--- src/pkg/sas_pkg.sv ---
// constants shared by the converter sequencer
package sas_pkg;
    // register byte addresses on the apb bus
    localparam logic [7:0] ADDR_CONVERTER_CTRL = 8'h00;
    localparam logic [7:0] ADDR_PIN_REF_CFG    = 8'h04;
    localparam logic [7:0] ADDR_CLOCK_FORMAT   = 8'h08;
    localparam logic [7:0] ADDR_RESULT_HIGH    = 8'h0C;
    localparam logic [7:0] ADDR_RESULT_LOW     = 8'h10;
    localparam logic [7:0] ADDR_STATUS         = 8'h14;
    // converter control fields
    localparam int CTRL_ON_BIT   = 0;
    localparam int CTRL_GO_BIT   = 1;
    localparam int CTRL_CHAN_LSB = 2;
    // pin/reference config fields
    localparam int CFG_PORT_LSB = 0;
    localparam int CFG_REF_LSB  = 4;
    // clock/format fields
    localparam int FMT_ALIGN_BIT = 7;
    localparam int FMT_CLK_LSB   = 0;
    // status fields
    localparam int STAT_DONE_BIT = 0;
    localparam int STAT_IEN_BIT  = 1;
    // reset values
    localparam logic [5:0] CTRL_RESET = 6'h00;
    localparam logic [5:0] CFG_RESET  = 6'h00;
    localparam logic [3:0] FMT_RESET  = 4'h0;
    // conversion timing in bit periods
    localparam int CONV_PERIODS = 12;
    localparam int WAIT_PERIODS = 2;
    localparam int RESULT_BITS  = 10;
    // internal rc clock: 1 MHz maximum, derived from the 100 ns system clock
    localparam int SYS_PERIOD_NS = 100;
    localparam int RC_PERIOD_NS  = 1000;
    localparam int RC_DIV        = (RC_PERIOD_NS + SYS_PERIOD_NS - 1) / SYS_PERIOD_NS;
    // sequencer states
    typedef enum logic [3:0] {
        ST_IDLE = 4'b0001,
        ST_CONV = 4'b0010,
        ST_WAIT = 4'b0100,
        ST_DONE = 4'b1000
    } sas_state_t;
endpackage : sas_pkg

--- src/core/sas_tick_gen.sv ---
// bit period tick generator from oscillator divide or internal rc clock
`timescale 1ns/10ps
`default_nettype none
module sas_tick_gen
    import sas_pkg::*;
(
    input  wire logic       sys_clk,
    input  wire logic       sys_rst,
    input  wire logic       clkEn,
    input  wire logic       sleepMode,
    input  wire logic [2:0] clockSelect,
    input  wire logic       run,
    output logic            bitTick
);
    logic [6:0] divCount;
    logic [6:0] divLimit;
    logic       rcSelected;

    // decode the select code into a terminal count one less than the divide
    // clock code decode
    always_comb begin
        rcSelected = (clockSelect[1:0] == 2'b11);
        case (clockSelect)
            3'b000:  divLimit = 7'h01;
            3'b001:  divLimit = 7'h07;
            3'b010:  divLimit = 7'h1F;
            3'b100:  divLimit = 7'h03;
            3'b101:  divLimit = 7'h0F;
            3'b110:  divLimit = 7'h3F;
            default: divLimit = 7'(RC_DIV - 1);
        endcase
    end

    // oscillator divisions stop in sleep; only the rc source keeps ticking
    // sleep gating
    always_ff @(posedge sys_clk) begin
        if (sys_rst || !run) begin
            divCount <= 7'h00;
            bitTick  <= 1'b0;
        end else if (clkEn) begin
            if (sleepMode && !rcSelected) begin
                bitTick <= 1'b0;
            end else if (divCount >= divLimit) begin
                divCount <= 7'h00;
                bitTick  <= 1'b1;
            end else begin
                divCount <= divCount + 7'h01;
                bitTick  <= 1'b0;
            end
        end
    end
endmodule : sas_tick_gen
`default_nettype wire

--- src/core/sar_adc_sequencer.sv ---
// successive approximation converter sequencer with apb registers
//
// Our own choices: the register addresses and register access over APB.
`timescale 1ns/10ps
`default_nettype none
module sar_adc_sequencer
    import sas_pkg::*;
(
    input  wire logic        sys_clk,
    input  wire logic        sys_rst,
    input  wire logic        clkEn,
    input  wire logic        sleepMode,
    input  wire logic [7:0]  paddr,
    input  wire logic        psel,
    input  wire logic        penable,
    input  wire logic        pwrite,
    input  wire logic [31:0] pwdata,
    output logic      [31:0] prdata,
    output logic             pready,
    output logic             pslverr,
    input  wire logic        compHigh,
    output logic      [9:0]  dacCode,
    output logic             sampleHold,
    output logic      [3:0]  channelSelect,
    output logic      [1:0]  referenceSelect,
    output logic      [15:0] analogPinEnable,
    output logic             irqRequest
);
    logic [5:0]  converterCtrl;
    logic [5:0]  pinRefCfg;
    logic [3:0]  clockFormat;
    logic [7:0]  resultHigh;
    logic [7:0]  resultLow;
    logic        doneFlag;
    logic        irqEnable;
    sas_state_t  state;
    logic [3:0]  periodCount;
    logic [9:0]  trialCode;
    logic        compSync1;
    logic        compSync2;
    logic        bitTick;
    logic        wrEn;
    logic        rdEn;
    logic        addrHit;
    logic        goWrite;
    logic        goClear;
    logic        convDone;
    logic [15:0] rightResult;
    logic [15:0] leftResult;
    logic [31:0] next_prdata;
    logic [4:0]  digitalCount;

    // bus strobes; single access cycle so pready can stay high
    assign wrEn    = psel && penable && pwrite && clkEn;
    // read data is captured in the setup cycle and stands through the access phase
    assign rdEn    = psel && !penable && !pwrite;
    assign goWrite = wrEn && (paddr == ADDR_CONVERTER_CTRL);
    assign goClear = goWrite && !pwdata[CTRL_GO_BIT];
    assign convDone = (state == ST_CONV) && bitTick && (periodCount == 4'(CONV_PERIODS - 1));

    // comparator comes from the analog side, so synchronise it
    always_ff @(posedge sys_clk) begin
        if (sys_rst) begin
            compSync1 <= 1'b0;
            compSync2 <= 1'b0;
        end else if (clkEn) begin
            compSync1 <= compHigh;
            compSync2 <= compSync1;
        end
    end

    // bit period source, sleep gating inside
    // the comparator path is three cycles deep, so a divide-by-2 bit period
    // decides on a stale comparison; that code is faster than the converter allows
    sas_tick_gen u_tick (
        .sys_clk     (sys_clk),
        .sys_rst     (sys_rst),
        .clkEn       (clkEn),
        .sleepMode   (sleepMode),
        .clockSelect (clockFormat[FMT_CLK_LSB +: 3]),
        .run         (state != ST_IDLE),
        .bitTick     (bitTick)
    );

    // converter control register; go is hardware cleared on completion
    // switching the converter off drops go, which aborts the sequencer
    always_ff @(posedge sys_clk) begin
        if (sys_rst) begin
            converterCtrl <= CTRL_RESET;
        end else if (clkEn) begin
            if (goWrite) begin
                converterCtrl[CTRL_ON_BIT] <= pwdata[CTRL_ON_BIT];
                converterCtrl[CTRL_CHAN_LSB +: 4] <= pwdata[CTRL_CHAN_LSB +: 4];
                // go only while enabled, and never in the enabling write
                converterCtrl[CTRL_GO_BIT] <= pwdata[CTRL_GO_BIT] && converterCtrl[CTRL_ON_BIT]
                                              && pwdata[CTRL_ON_BIT];
            end else if (convDone || !converterCtrl[CTRL_ON_BIT]) begin
                converterCtrl[CTRL_GO_BIT] <= 1'b0;
            end
        end
    end

    // configuration registers
    always_ff @(posedge sys_clk) begin
        if (sys_rst) begin
            pinRefCfg   <= CFG_RESET;
            clockFormat <= FMT_RESET;
            irqEnable   <= 1'b0;
        end else if (wrEn) begin
            if (paddr == ADDR_PIN_REF_CFG)
                pinRefCfg <= pwdata[5:0];
            if (paddr == ADDR_CLOCK_FORMAT)
                clockFormat <= {pwdata[FMT_ALIGN_BIT], pwdata[FMT_CLK_LSB +: 3]};
            if (paddr == ADDR_STATUS)
                irqEnable <= pwdata[STAT_IEN_BIT];
        end
    end

    // done flag: hardware set wins over a software clear in the same cycle
    always_ff @(posedge sys_clk) begin
        if (sys_rst) begin
            doneFlag <= 1'b0;
        end else if (clkEn) begin
            if (convDone)
                doneFlag <= 1'b1;
            else if (wrEn && paddr == ADDR_STATUS && pwdata[STAT_DONE_BIT])
                doneFlag <= 1'b0;
        end
    end

    // result pair has no reset term
    always_ff @(posedge sys_clk) begin
        if (clkEn) begin
            if (convDone) begin
                resultHigh <= clockFormat[3] ? rightResult[15:8] : leftResult[15:8];
                resultLow  <= clockFormat[3] ? rightResult[7:0] : leftResult[7:0];
            end else if (wrEn && paddr == ADDR_RESULT_HIGH) begin
                resultHigh <= pwdata[7:0];
            end else if (wrEn && paddr == ADDR_RESULT_LOW) begin
                resultLow <= pwdata[7:0];
            end
        end
    end

    // final bit decided in period 10; the completing period adds no bit
    always_comb begin
        logic [9:0] finalCode;
        finalCode = compSync2 ? trialCode : (trialCode & ~(10'h200 >> (periodCount - 4'h1)));
        rightResult = {6'h00, finalCode};
        leftResult  = {finalCode, 6'h00};
    end

    // sequencer: twelve periods of conversion then a two period wait
    always_ff @(posedge sys_clk) begin
        if (sys_rst) begin
            state       <= ST_IDLE;
            periodCount <= 4'h0;
            trialCode   <= 10'h000;
        end else if (clkEn) begin
            case (state)
                ST_IDLE: begin
                    periodCount <= 4'h0;
                    trialCode   <= 10'h200;
                    if (converterCtrl[CTRL_GO_BIT])
                        state <= ST_CONV;
                end
                ST_CONV: begin
                    // period 0 lets the held sample settle, period 11 finishes
                    // abort keeps the old result
                    if (goClear || !converterCtrl[CTRL_GO_BIT]) begin
                        state       <= ST_WAIT;
                        periodCount <= 4'h0;
                    end else if (bitTick) begin
                        if (periodCount == 4'(CONV_PERIODS - 1)) begin
                            state       <= ST_WAIT;
                            periodCount <= 4'h0;
                        end else begin
                            periodCount <= periodCount + 4'h1;
                            // periods 1..10 each resolve one bit, msb first
                            if (periodCount >= 4'h1 && periodCount <= 4'(RESULT_BITS)) begin
                                if (!compSync2)
                                    trialCode <= trialCode & ~(10'h200 >> (periodCount - 4'h1));
                                if (periodCount < 4'(RESULT_BITS))
                                    trialCode <= (compSync2 ? trialCode
                                                 : trialCode & ~(10'h200 >> (periodCount - 4'h1)))
                                                 | (10'h200 >> periodCount);
                            end
                        end
                    end
                end
                ST_WAIT: begin
                    // two bit periods before a new conversion can start; sampleHold is still high in the first cycle here and falls on the next edge
                    if (bitTick) begin
                        if (periodCount == 4'(WAIT_PERIODS - 1))
                            state <= ST_DONE;
                        else
                            periodCount <= periodCount + 4'h1;
                    end
                end
                // one spare cycle so a go written during the wait starts from idle
                ST_DONE: begin
                    state <= ST_IDLE;
                end
                default: state <= ST_IDLE;
            endcase
        end
    end

    // number of pins turned digital from the top down; code 15 takes all
    always_comb begin
        digitalCount = 5'h00;
        if (pinRefCfg[3:0] == 4'hF)
            digitalCount = 5'h10;
        else if (pinRefCfg[3:0] != 4'h0)
            digitalCount = {1'b0, pinRefCfg[3:0]} + 5'h01;
    end

    // analog side outputs registered
    always_ff @(posedge sys_clk) begin
        if (sys_rst) begin
            dacCode         <= 10'h000;
            sampleHold      <= 1'b0;
            channelSelect   <= 4'h0;
            referenceSelect <= 2'h0;
            analogPinEnable <= 16'hFFFF;
            irqRequest      <= 1'b0;
        end else if (clkEn) begin
            dacCode         <= trialCode;
            sampleHold      <= (state == ST_CONV);
            channelSelect   <= converterCtrl[CTRL_CHAN_LSB +: 4];
            referenceSelect <= pinRefCfg[CFG_REF_LSB +: 2];
            // per-pin analog enable, higher codes turn top pins digital
            for (int i = 0; i < 16; i++)
                analogPinEnable[i] <= (5'(i) < (5'h10 - digitalCount));
            // interrupt line is a level: done flag gated by its enable
            irqRequest      <= doneFlag && irqEnable;
        end
    end

    // read mux
    always_comb begin
        addrHit     = 1'b1;
        next_prdata = 32'h0000_0000;
        case (paddr)
            ADDR_CONVERTER_CTRL: next_prdata = {26'h0, converterCtrl};
            ADDR_PIN_REF_CFG:    next_prdata = {26'h0, pinRefCfg};
            ADDR_CLOCK_FORMAT:   next_prdata = {24'h0, clockFormat[3], 4'h0, clockFormat[2:0]};
            ADDR_RESULT_HIGH:    next_prdata = {24'h0, resultHigh};
            ADDR_RESULT_LOW:     next_prdata = {24'h0, resultLow};
            ADDR_STATUS:         next_prdata = {30'h0, irqEnable, doneFlag};
            default:             addrHit = 1'b0;
        endcase
    end

    // apb answer: zero wait states, error on unmapped address
    // pslverr comes from the setup cycle, so it stands through the access phase
    always_ff @(posedge sys_clk) begin
        if (sys_rst) begin
            prdata  <= 32'h0000_0000;
            pready  <= 1'b1;
            pslverr <= 1'b0;
        end else begin
            pready  <= 1'b1;
            pslverr <= psel && !penable && !addrHit;
            if (rdEn)
                prdata <= next_prdata;
        end
    end
endmodule : sar_adc_sequencer
`default_nettype wire

--- config.mk ---
export PLATFORM = sky130hd
export DESIGN_NAME = sar_adc_sequencer
export DESIGN_NICKNAME = d
export VERILOG_FILES = /design/src/pkg/sas_pkg.sv /design/src/core/sas_tick_gen.sv /design/src/core/sar_adc_sequencer.sv
export SDC_FILE = /design/constraint.sdc
export NUM_CORES = 1
export LEC_CHECK = 0
export BUFFER_PORTS_ARGS = -buffer_cell sky130_fd_sc_hd__buf_2
export CAP_MARGIN = 10
export CORE_UTILIZATION = 43
export CTS_CLUSTER_SIZE = 20
export DETAILED_ROUTE_END_ITERATION = 8
export PLACE_DENSITY = 0.65
export SYNTH_ARGS = -nofsm -noshare
export SYNTH_HDL_FRONTEND = slang
export SYNTH_HIERARCHICAL = 1
export SYNTH_SLANG_ARGS = --single-unit
--- constraint.sdc ---
create_clock -name sys_clk -period 3.5 [get_ports sys_clk]
set_input_delay 0.7 -clock sys_clk [delete_from_list [all_inputs] [get_ports sys_clk]]
set_output_delay 0.7 -clock sys_clk [all_outputs]
set_load 0.01 [all_outputs]
==> results by group, run 1 <==
Status
  – Status: completed

Setup path
  – R2r startpoint: pinRefCfg[1]
  – Worst path slowest cell: xnor2_1
  – Crit path cell chain: inv_1 > ha_1 > nand2b_1 > o21ai_1 > nor2_1 > inv_1 > ha_1 > xnor2_1 > a2111oi_1 > a311oi_1
  – Register-to-Register Path Depth: 10
  – CP Capture Point: analogPinEnable[13]
  – Buf/Inv on CP: 2
  – Stages on worst setup path: 10
  – Reg2Reg Setup Slack: 0.44 ns
  – CP required: 3.76 ns
  – CP peak stage delay: 0.71 ns
  – Crit path kind: reg2reg
  – CP max FO: 11
  – Critical Path Source Type: flip-flop
  – Worst EP arrival: 3.32 ns
  – CP top delay family: compound AO/OA/AOI/OAI gates
  – Crit. End Element: flip-flop
  – Critical Path Start: pinRefCfg[1]
  – R2R Path End: analogPinEnable[13]

Global route
  – Vias in the first global route: 4289
  – Met3 usage: 4.26%
  – Met1 Use GR: 27.4%
  – Met2 Use GR: 32.2%
  – Pin count of the biggest net entering global routing: 52
  – GRT Util Overall: 20.5%
  – Initial antenna violation count: 0
  – Gr ovfl total: 0
  – First-pass GRT wire length: 21500 µm
  – GR peak layer: met2

Placement
  – Routability cong.: 0.886
  – Detailed Place HPWL: 9680 µm
  – # placed instances: 842
  – I/O Buffers: 66

STA
  – RSZ-0062 raised after global routing: false
  – Setup TNS: 0 ns
  – Relative slew slack: 18.1%
  – FMAX: 0.327 GHz
  – Final min period: 3.06 ns
  – Number of setup violations in the final report: 0
  – Worst slew pin tran: 1.22 ns
  – Final hold viol count: 0
  – Crit share post-route: 87.3%
  – Clock skew: 0.00744 ns
  – Max Slew Vio Count: 0

Clocking
  – Setup Fix Bufs, Post-CTS: 0
  – Hold_buf cts: 0
  – Number of CTS-inserted buffers: 9
  – Cells resized by post-CTS repair: 0
  – H-tree levels: 3
  – Clock Path Buffers: 2
  – Clock transition at path regs: 0.07 ns
  – Clock sinks: 105
  – TritonCTS clock tree: built
  – CTS root buf: clkbuf_16
  – Worst-Skew Late Latency: 0.36 ns

Power and ir drop
  – Power, Total: 2600 µW
  – Leakage power: 0.00242 µW
  – Pwr per Cell Area: 411 mW/mm²
  – VDD IR max: 0.199 mV

Detailed routing
  – Routed WL per cell: 15.7 µm
  – Via/cell ratio: 5.60
  – Final ANT Viol Nets: 0
  – Initial drt markers: 332
  – Routed WL: 13500 µm
  – Routed vias: 4806
  – Drt pass-1 iters: 5
  – Drc violations: 0

Synth
  – Primary FF master, synth: dfxtp_1
  – Syn Area/Cell: 8.91 µm²
  – Sequential fraction of the synthesis area: 40.0%
  – Syn Std Cell Area: 0.00565 mm²
  – Fraction of registers with async set/reset: 0%
  – Unique masters post-synth: 78
  – Synth warn: 6
  – Count of flip-flops with a built-in enable after synthesis: 16
  – Yosys reg bits: 105
  – Post-Syn Instances: 634

Layout
  – Fill count: 1264
  – Area grow syn2layout: 12.1%
  – Layout cells sized above 1: 16.5%
  – Fin util: 49.8%
  – Ant diodes: 0
  – Nets@finish: 746
  – Fin cells: 858

Die
  – Core box area: 0.0127 mm²
  – Die H: 117 µm
  – Num rows: 41
  – Die width: 117 µm
  – Die area: 0.0136 mm²
  – Boundary pin count: 116
  – Initial Util: 44.4%

Job
  – Max-cap violations: 0

Min path
  – Hold Crit Class: reg2reg
cells in the mapped netlist (3+ instances only):
| cell type | number | area, µm² |
|---|---|---|
| o21ai_0 | 26 | 130 |
| nand3b_1 | 3 | 22.5 |
| o31ai_1 | 4 | 30.0 |
| nor3_1 | 10 | 50.1 |
| nand2b_1 | 9 | 56.3 |
| nand4_1 | 5 | 31.3 |
| nand3_1 | 19 | 95.1 |
| a22oi_1 | 9 | 67.6 |
| edfxtp_1 | 16 | 480 |
| a21oi_1 | 26 | 130 |
| or4b_1 | 3 | 30.0 |
| or4_1 | 3 | 22.5 |
| a2111oi_2 | 3 | 45.0 |
| a31oi_1 | 7 | 43.8 |
| nor2b_1 | 5 | 31.3 |
| nand2_1 | 48 | 180 |
| ha_1 | 17 | 213 |
| dfxtp_1 | 89 | 1780 |
| o32ai_1 | 3 | 26.3 |
| inv_1 | 25 | 93.8 |
| nor3b_1 | 5 | 37.5 |
| o211ai_1 | 6 | 45.0 |
| nor2_1 | 78 | 293 |
| buf_2 | 5 | 25.0 |
| buf_4 | 27 | 203 |
| mux2i_1 | 46 | 460 |
| o22ai_1 | 4 | 25.0 |
| a311oi_1 | 7 | 61.3 |
| xnor2_1 | 4 | 35.0 |
| a21oi_2 | 4 | 35.0 |
| or3_1 | 9 | 56.3 |
| o21ai_1 | 23 | 115 |
| a2111oi_0 | 4 | 35.0 |
| clkbuf_1 | 24 | 90.1 |
| a211oi_1 | 4 | 30.0 |
worst register-to-register path: stages, from the launching register on:
cell and delay, ns:
dfxtp_1 0.46, inv_1 0.12, ha_1 0.20, nand2b_1 0.12, o21ai_1 0.10, nor2_1 0.20
inv_1 0.15, ha_1 0.29, xnor2_1 0.71, a2111oi_1 0.29, a311oi_1 0.34
cell families (layout without fill, tap and decap cells):
kind of cell / after synthesis / in the layout / share of synthesized area, %
simple gates: 212 / 212 / 18.8
compound gates: 158 / 158 / 19.6
flops: 105 / 105 / 40.0
buf+inv: 86 / 115 / 7.75
mux: 49 / 49 / 9.15
fa+ha+maj: 17 / 17 / 3.77
xor+xnor: 5 / 5 / 0.775
other cells: 2 / 25 / 0.133
per-layer routing:
layer	vias up	share of wire, %
met5	-	0
met4	0	1.7
met3	21	5.0
met2	141	46
met1	2300	47
li1	2344	-
cells in the final DEF (no fill, tap or decap), types with 23 or more instances in the layout:
cell and count:
dfxtp_1 89, nor2_1 78, buf_2 66, nand2_1 48
mux2i_1 46, o21ai_0 26, a21oi_1 26, inv_1 25
conb_1 25, o21ai_1 23
final cells by class:
| type | instances | area, µm² | area share (%) |
|---|---|---|---|
| clock buffer | 10 | 229 | 3.62 |
| tap | 172 | 215 | 3.40 |
| sequential | 105 | 2260 | 35.7 |
| clock inverter | 6 | 113 | 1.78 |
| multi-input combinational | 466 | 3040 | 47.9 |
| timing repair buffer | 72 | 375 | 5.93 |
| inverter | 27 | 101 | 1.60 |
power by group:
group	internal [µW]	total (µW)	switching [µW]	leakage [µW]
sequential	1240	1250	9.17	0.000864
combinational	62.8	192	130	0.00139
clock	703	1160	459	0.000167
total	2000	2600	597	0.00242
worst min path at each step:
stage	startpoint	endpoint	slack, ns	cells after the start
floorplan	trialCode[2]	trialCode[2]	0.45	2
global placement	analogPinEnable[7]	analogPinEnable[7]	0.43	2
detailed placement	analogPinEnable[7]	analogPinEnable[7]	0.44	2
CTS	analogPinEnable[7]	analogPinEnable[7]	0.45	2
global route	irqRequest	irqRequest	0.49	2
finish	analogPinEnable[7]	analogPinEnable[7]	0.45	2
per-stage QoR:
stage | hold slack [ns] | worst slack [ns] | instance area [µm²]
2_1_floorplan | 0.455 | 0.976 | 5740
3_3_place_gp | 0.428 | 0.576 | 5990
3_5_place_dp | 0.436 | 0.498 | 5990
4_1_cts | 0.446 | 0.469 | 6330
5_1_grt | 0.486 | 0.185 | 6330
6_report | 0.446 | 0.443 | 6330
registers in the layout (all words and copies together) (netlist names), 6 cells and up:
name / flops
analogPinEnable: 16
dacCode: 10
trialCode: 10
prdata: 8
resultHigh: 8
resultLow: 8
u_tick/divCount: 7
converterCtrl: 6
pinRefCfg: 6
No activity file was read; power rests on OpenSTA's default activity.
==> inputs of run 2 (changes only) <==
CORE_UTILIZATION = 55   (was 43)
PLACE_DENSITY = 0.8   (was 0.65)
RECOVER_POWER = 50   (was unset)
==> results by group, run 2 (synthesis results as in run 1) <==
Detailed routing
  – Drt pass-1 iters: 5
  – Initial drt markers: 276
  – Routed vias: 4810
  – Final ANT Viol Nets: 0
  – Routed WL per cell: 15.6 µm
  – Via/cell ratio: 5.89
  – Routed WL: 12700 µm
  – Drc violations: 0

Min path
  – Hold Path End: analogPinEnable[7]
  – Hold path start: analogPinEnable[7]
  – Hold Crit Class: reg2reg
  – WHS Path Cells: 2

STA
  – Relative slew slack: -47.5%
  – Number of setup violations in the final report: 0
  – Crit share post-route: 90.3%
  – RSZ-0062 raised after global routing: false
  – Setup TNS: 0 ns
  – Final min period: 3.16 ns
  – Max Slew Vio Count: 52
  – Clock skew: 0.00812 ns
  – Worst slew pin tran: 2.21 ns
  – Hold_ws: 0.465 ns
  – Final hold viol count: 0
  – FMAX: 0.316 GHz

Job
  – Max-cap violations: 1

Setup path
  – Crit. End Element: flip-flop
  – Worst EP arrival: 3.45 ns
  – CP required: 3.79 ns
  – Crit path kind: reg2reg
  – CP max FO: 11
  – Reg2Reg Setup Slack: 0.34 ns
  – Register-to-Register Path Depth: 10
  – R2r startpoint: pinRefCfg[1]
  – Critical Path Source Type: flip-flop
  – R2R Path End: analogPinEnable[13]

Power and ir drop
  – Pwr per Cell Area: 362 mW/mm²
  – Leakage power: 0.00220 µW
  – VDD IR max: 0.206 mV
  – Power, Total: 2190 µW

Clocking
  – Clock transition at path regs: 0.10 ns
  – Setup Fix Bufs, Post-CTS: 0
  – Clock Path Buffers: 2
  – Cells resized by post-CTS repair: 0
  – Clock sinks: 105
  – Hold_buf cts: 0
  – CTS root buf: clkbuf_8
  – TritonCTS clock tree: built
  – H-tree levels: 3
  – Worst-Skew Late Latency: 0.39 ns
  – Number of CTS-inserted buffers: 9

Global route
  – Pin count of the biggest net entering global routing: 52
  – Vias in the first global route: 4337
  – First-pass GRT wire length: 20000 µm
  – Gr ovfl total: 0
  – GRT Util Overall: 24.3%
  – Initial antenna violation count: 0

Die
  – Num rows: 36
  – Die area: 0.0107 mm²
  – Die H: 103 µm
  – Boundary pin count: 116
  – Initial Util: 57.3%
  – Core box area: 0.00986 mm²
  – Die width: 103 µm

Status
  – Status: complete, but fails checks
  – Failing checks: capacitance limit, slew limit

Layout
  – Biggest register: analogPinEnable
  – Commonest cells after routing, fill and taps aside: dfxtp_1, nor2_1, nand2_1
  – Layout cells sized above 1: 8.92%
  – Max reg flops: 16
  – Fill count: 896
  – Post-route cell area: 0.00604 mm²
  – Ant diodes: 0
  – Nets@finish: 744
  – Leading cell type in the layout, fill and taps excluded: dfxtp_1
  – Top flop regs: analogPinEnable (16), dacCode (10), trialCode (10)
  – Area grow syn2layout: 6.98%

Placement
  – Placed Area: 0.00592 mm²
  – Routability cong.: 0.911
  – Detailed Place HPWL: 9260 µm
  – I/O Buffers: 66
[run 2: cell count changes in the layout (fill, tap and decap cells not counted), moves of 2 or more]
cell and delta:
buf_2 -44, buf_4 -5, bufinv_16 -2, clkbuf_1 +45, clkbuf_16 -9, clkbuf_2 +2, clkbuf_8 +9, inv_1 +2
inv_2 -2
[run 2: critical path: stages (launching register included)]
cell       delay, ns
dfxtp_1         0.47
inv_1           0.12
ha_1            0.20
nand2b_1        0.12
o21ai_1         0.08
nor2_1          0.20
inv_1           0.15
ha_1            0.29
xnor2_1         0.72
a2111oi_1       0.33
a311oi_1        0.39
[run 2: worst max path at each step]
stage,start,end,slack [ns],depth (start not counted)
2_1_floorplan,pinRefCfg[0],analogPinEnable[13],0.98,13
3_3_place_gp,pinRefCfg[1],analogPinEnable[11],0.56,13
3_5_place_dp,pinRefCfg[1],analogPinEnable[11],0.41,13
4_1_cts,pinRefCfg[1],analogPinEnable[11],0.39,13
5_1_grt,clkEn,u_tick/divCount[0],0.08,5
6_report,pinRefCfg[1],analogPinEnable[13],0.34,10
[run 2: layer usage]
layer,global-route usage (%),up-vias,wire (µm)
li1,-,2334,-
met1,31.5,2276,5700
met2,39.7,175,6090
met3,4.30,25,693
met4,10.9,0,242
met5,0,-,0
[run 2: area by class of cell]
class                      count  area, µm²  share of cell area (%)
clock inverter                 6       65.1                    1.08
clock buffer                  10        128                    2.11
sequential                   105       2260                    37.4
timing repair buffer          70        297                    4.91
tap                          133        166                    2.75
inverter                      27        101                    1.68
multi-input combinational    466       3020                    50.0
[run 2: where the power goes]
part	internal (µW)	leakage (µW)	switching, µW
Sequential	1240	0.000864	9.02
Combinational	58.6	0.00124	125
Clock	335	0.0000991	424
Total	1630	0.00220	558
[run 2: through the flow]
stage | cells | util, % | setup slack, ns
finish | 817 | 61.3 | 0.339
global route | 817 | 61.3 | 0.0847
CTS | 816 | 61.9 | 0.391
detailed placement | 800 | 60.0 | 0.406
global placement | 800 | 60.0 | 0.561
floorplan | 657 | - | 0.976
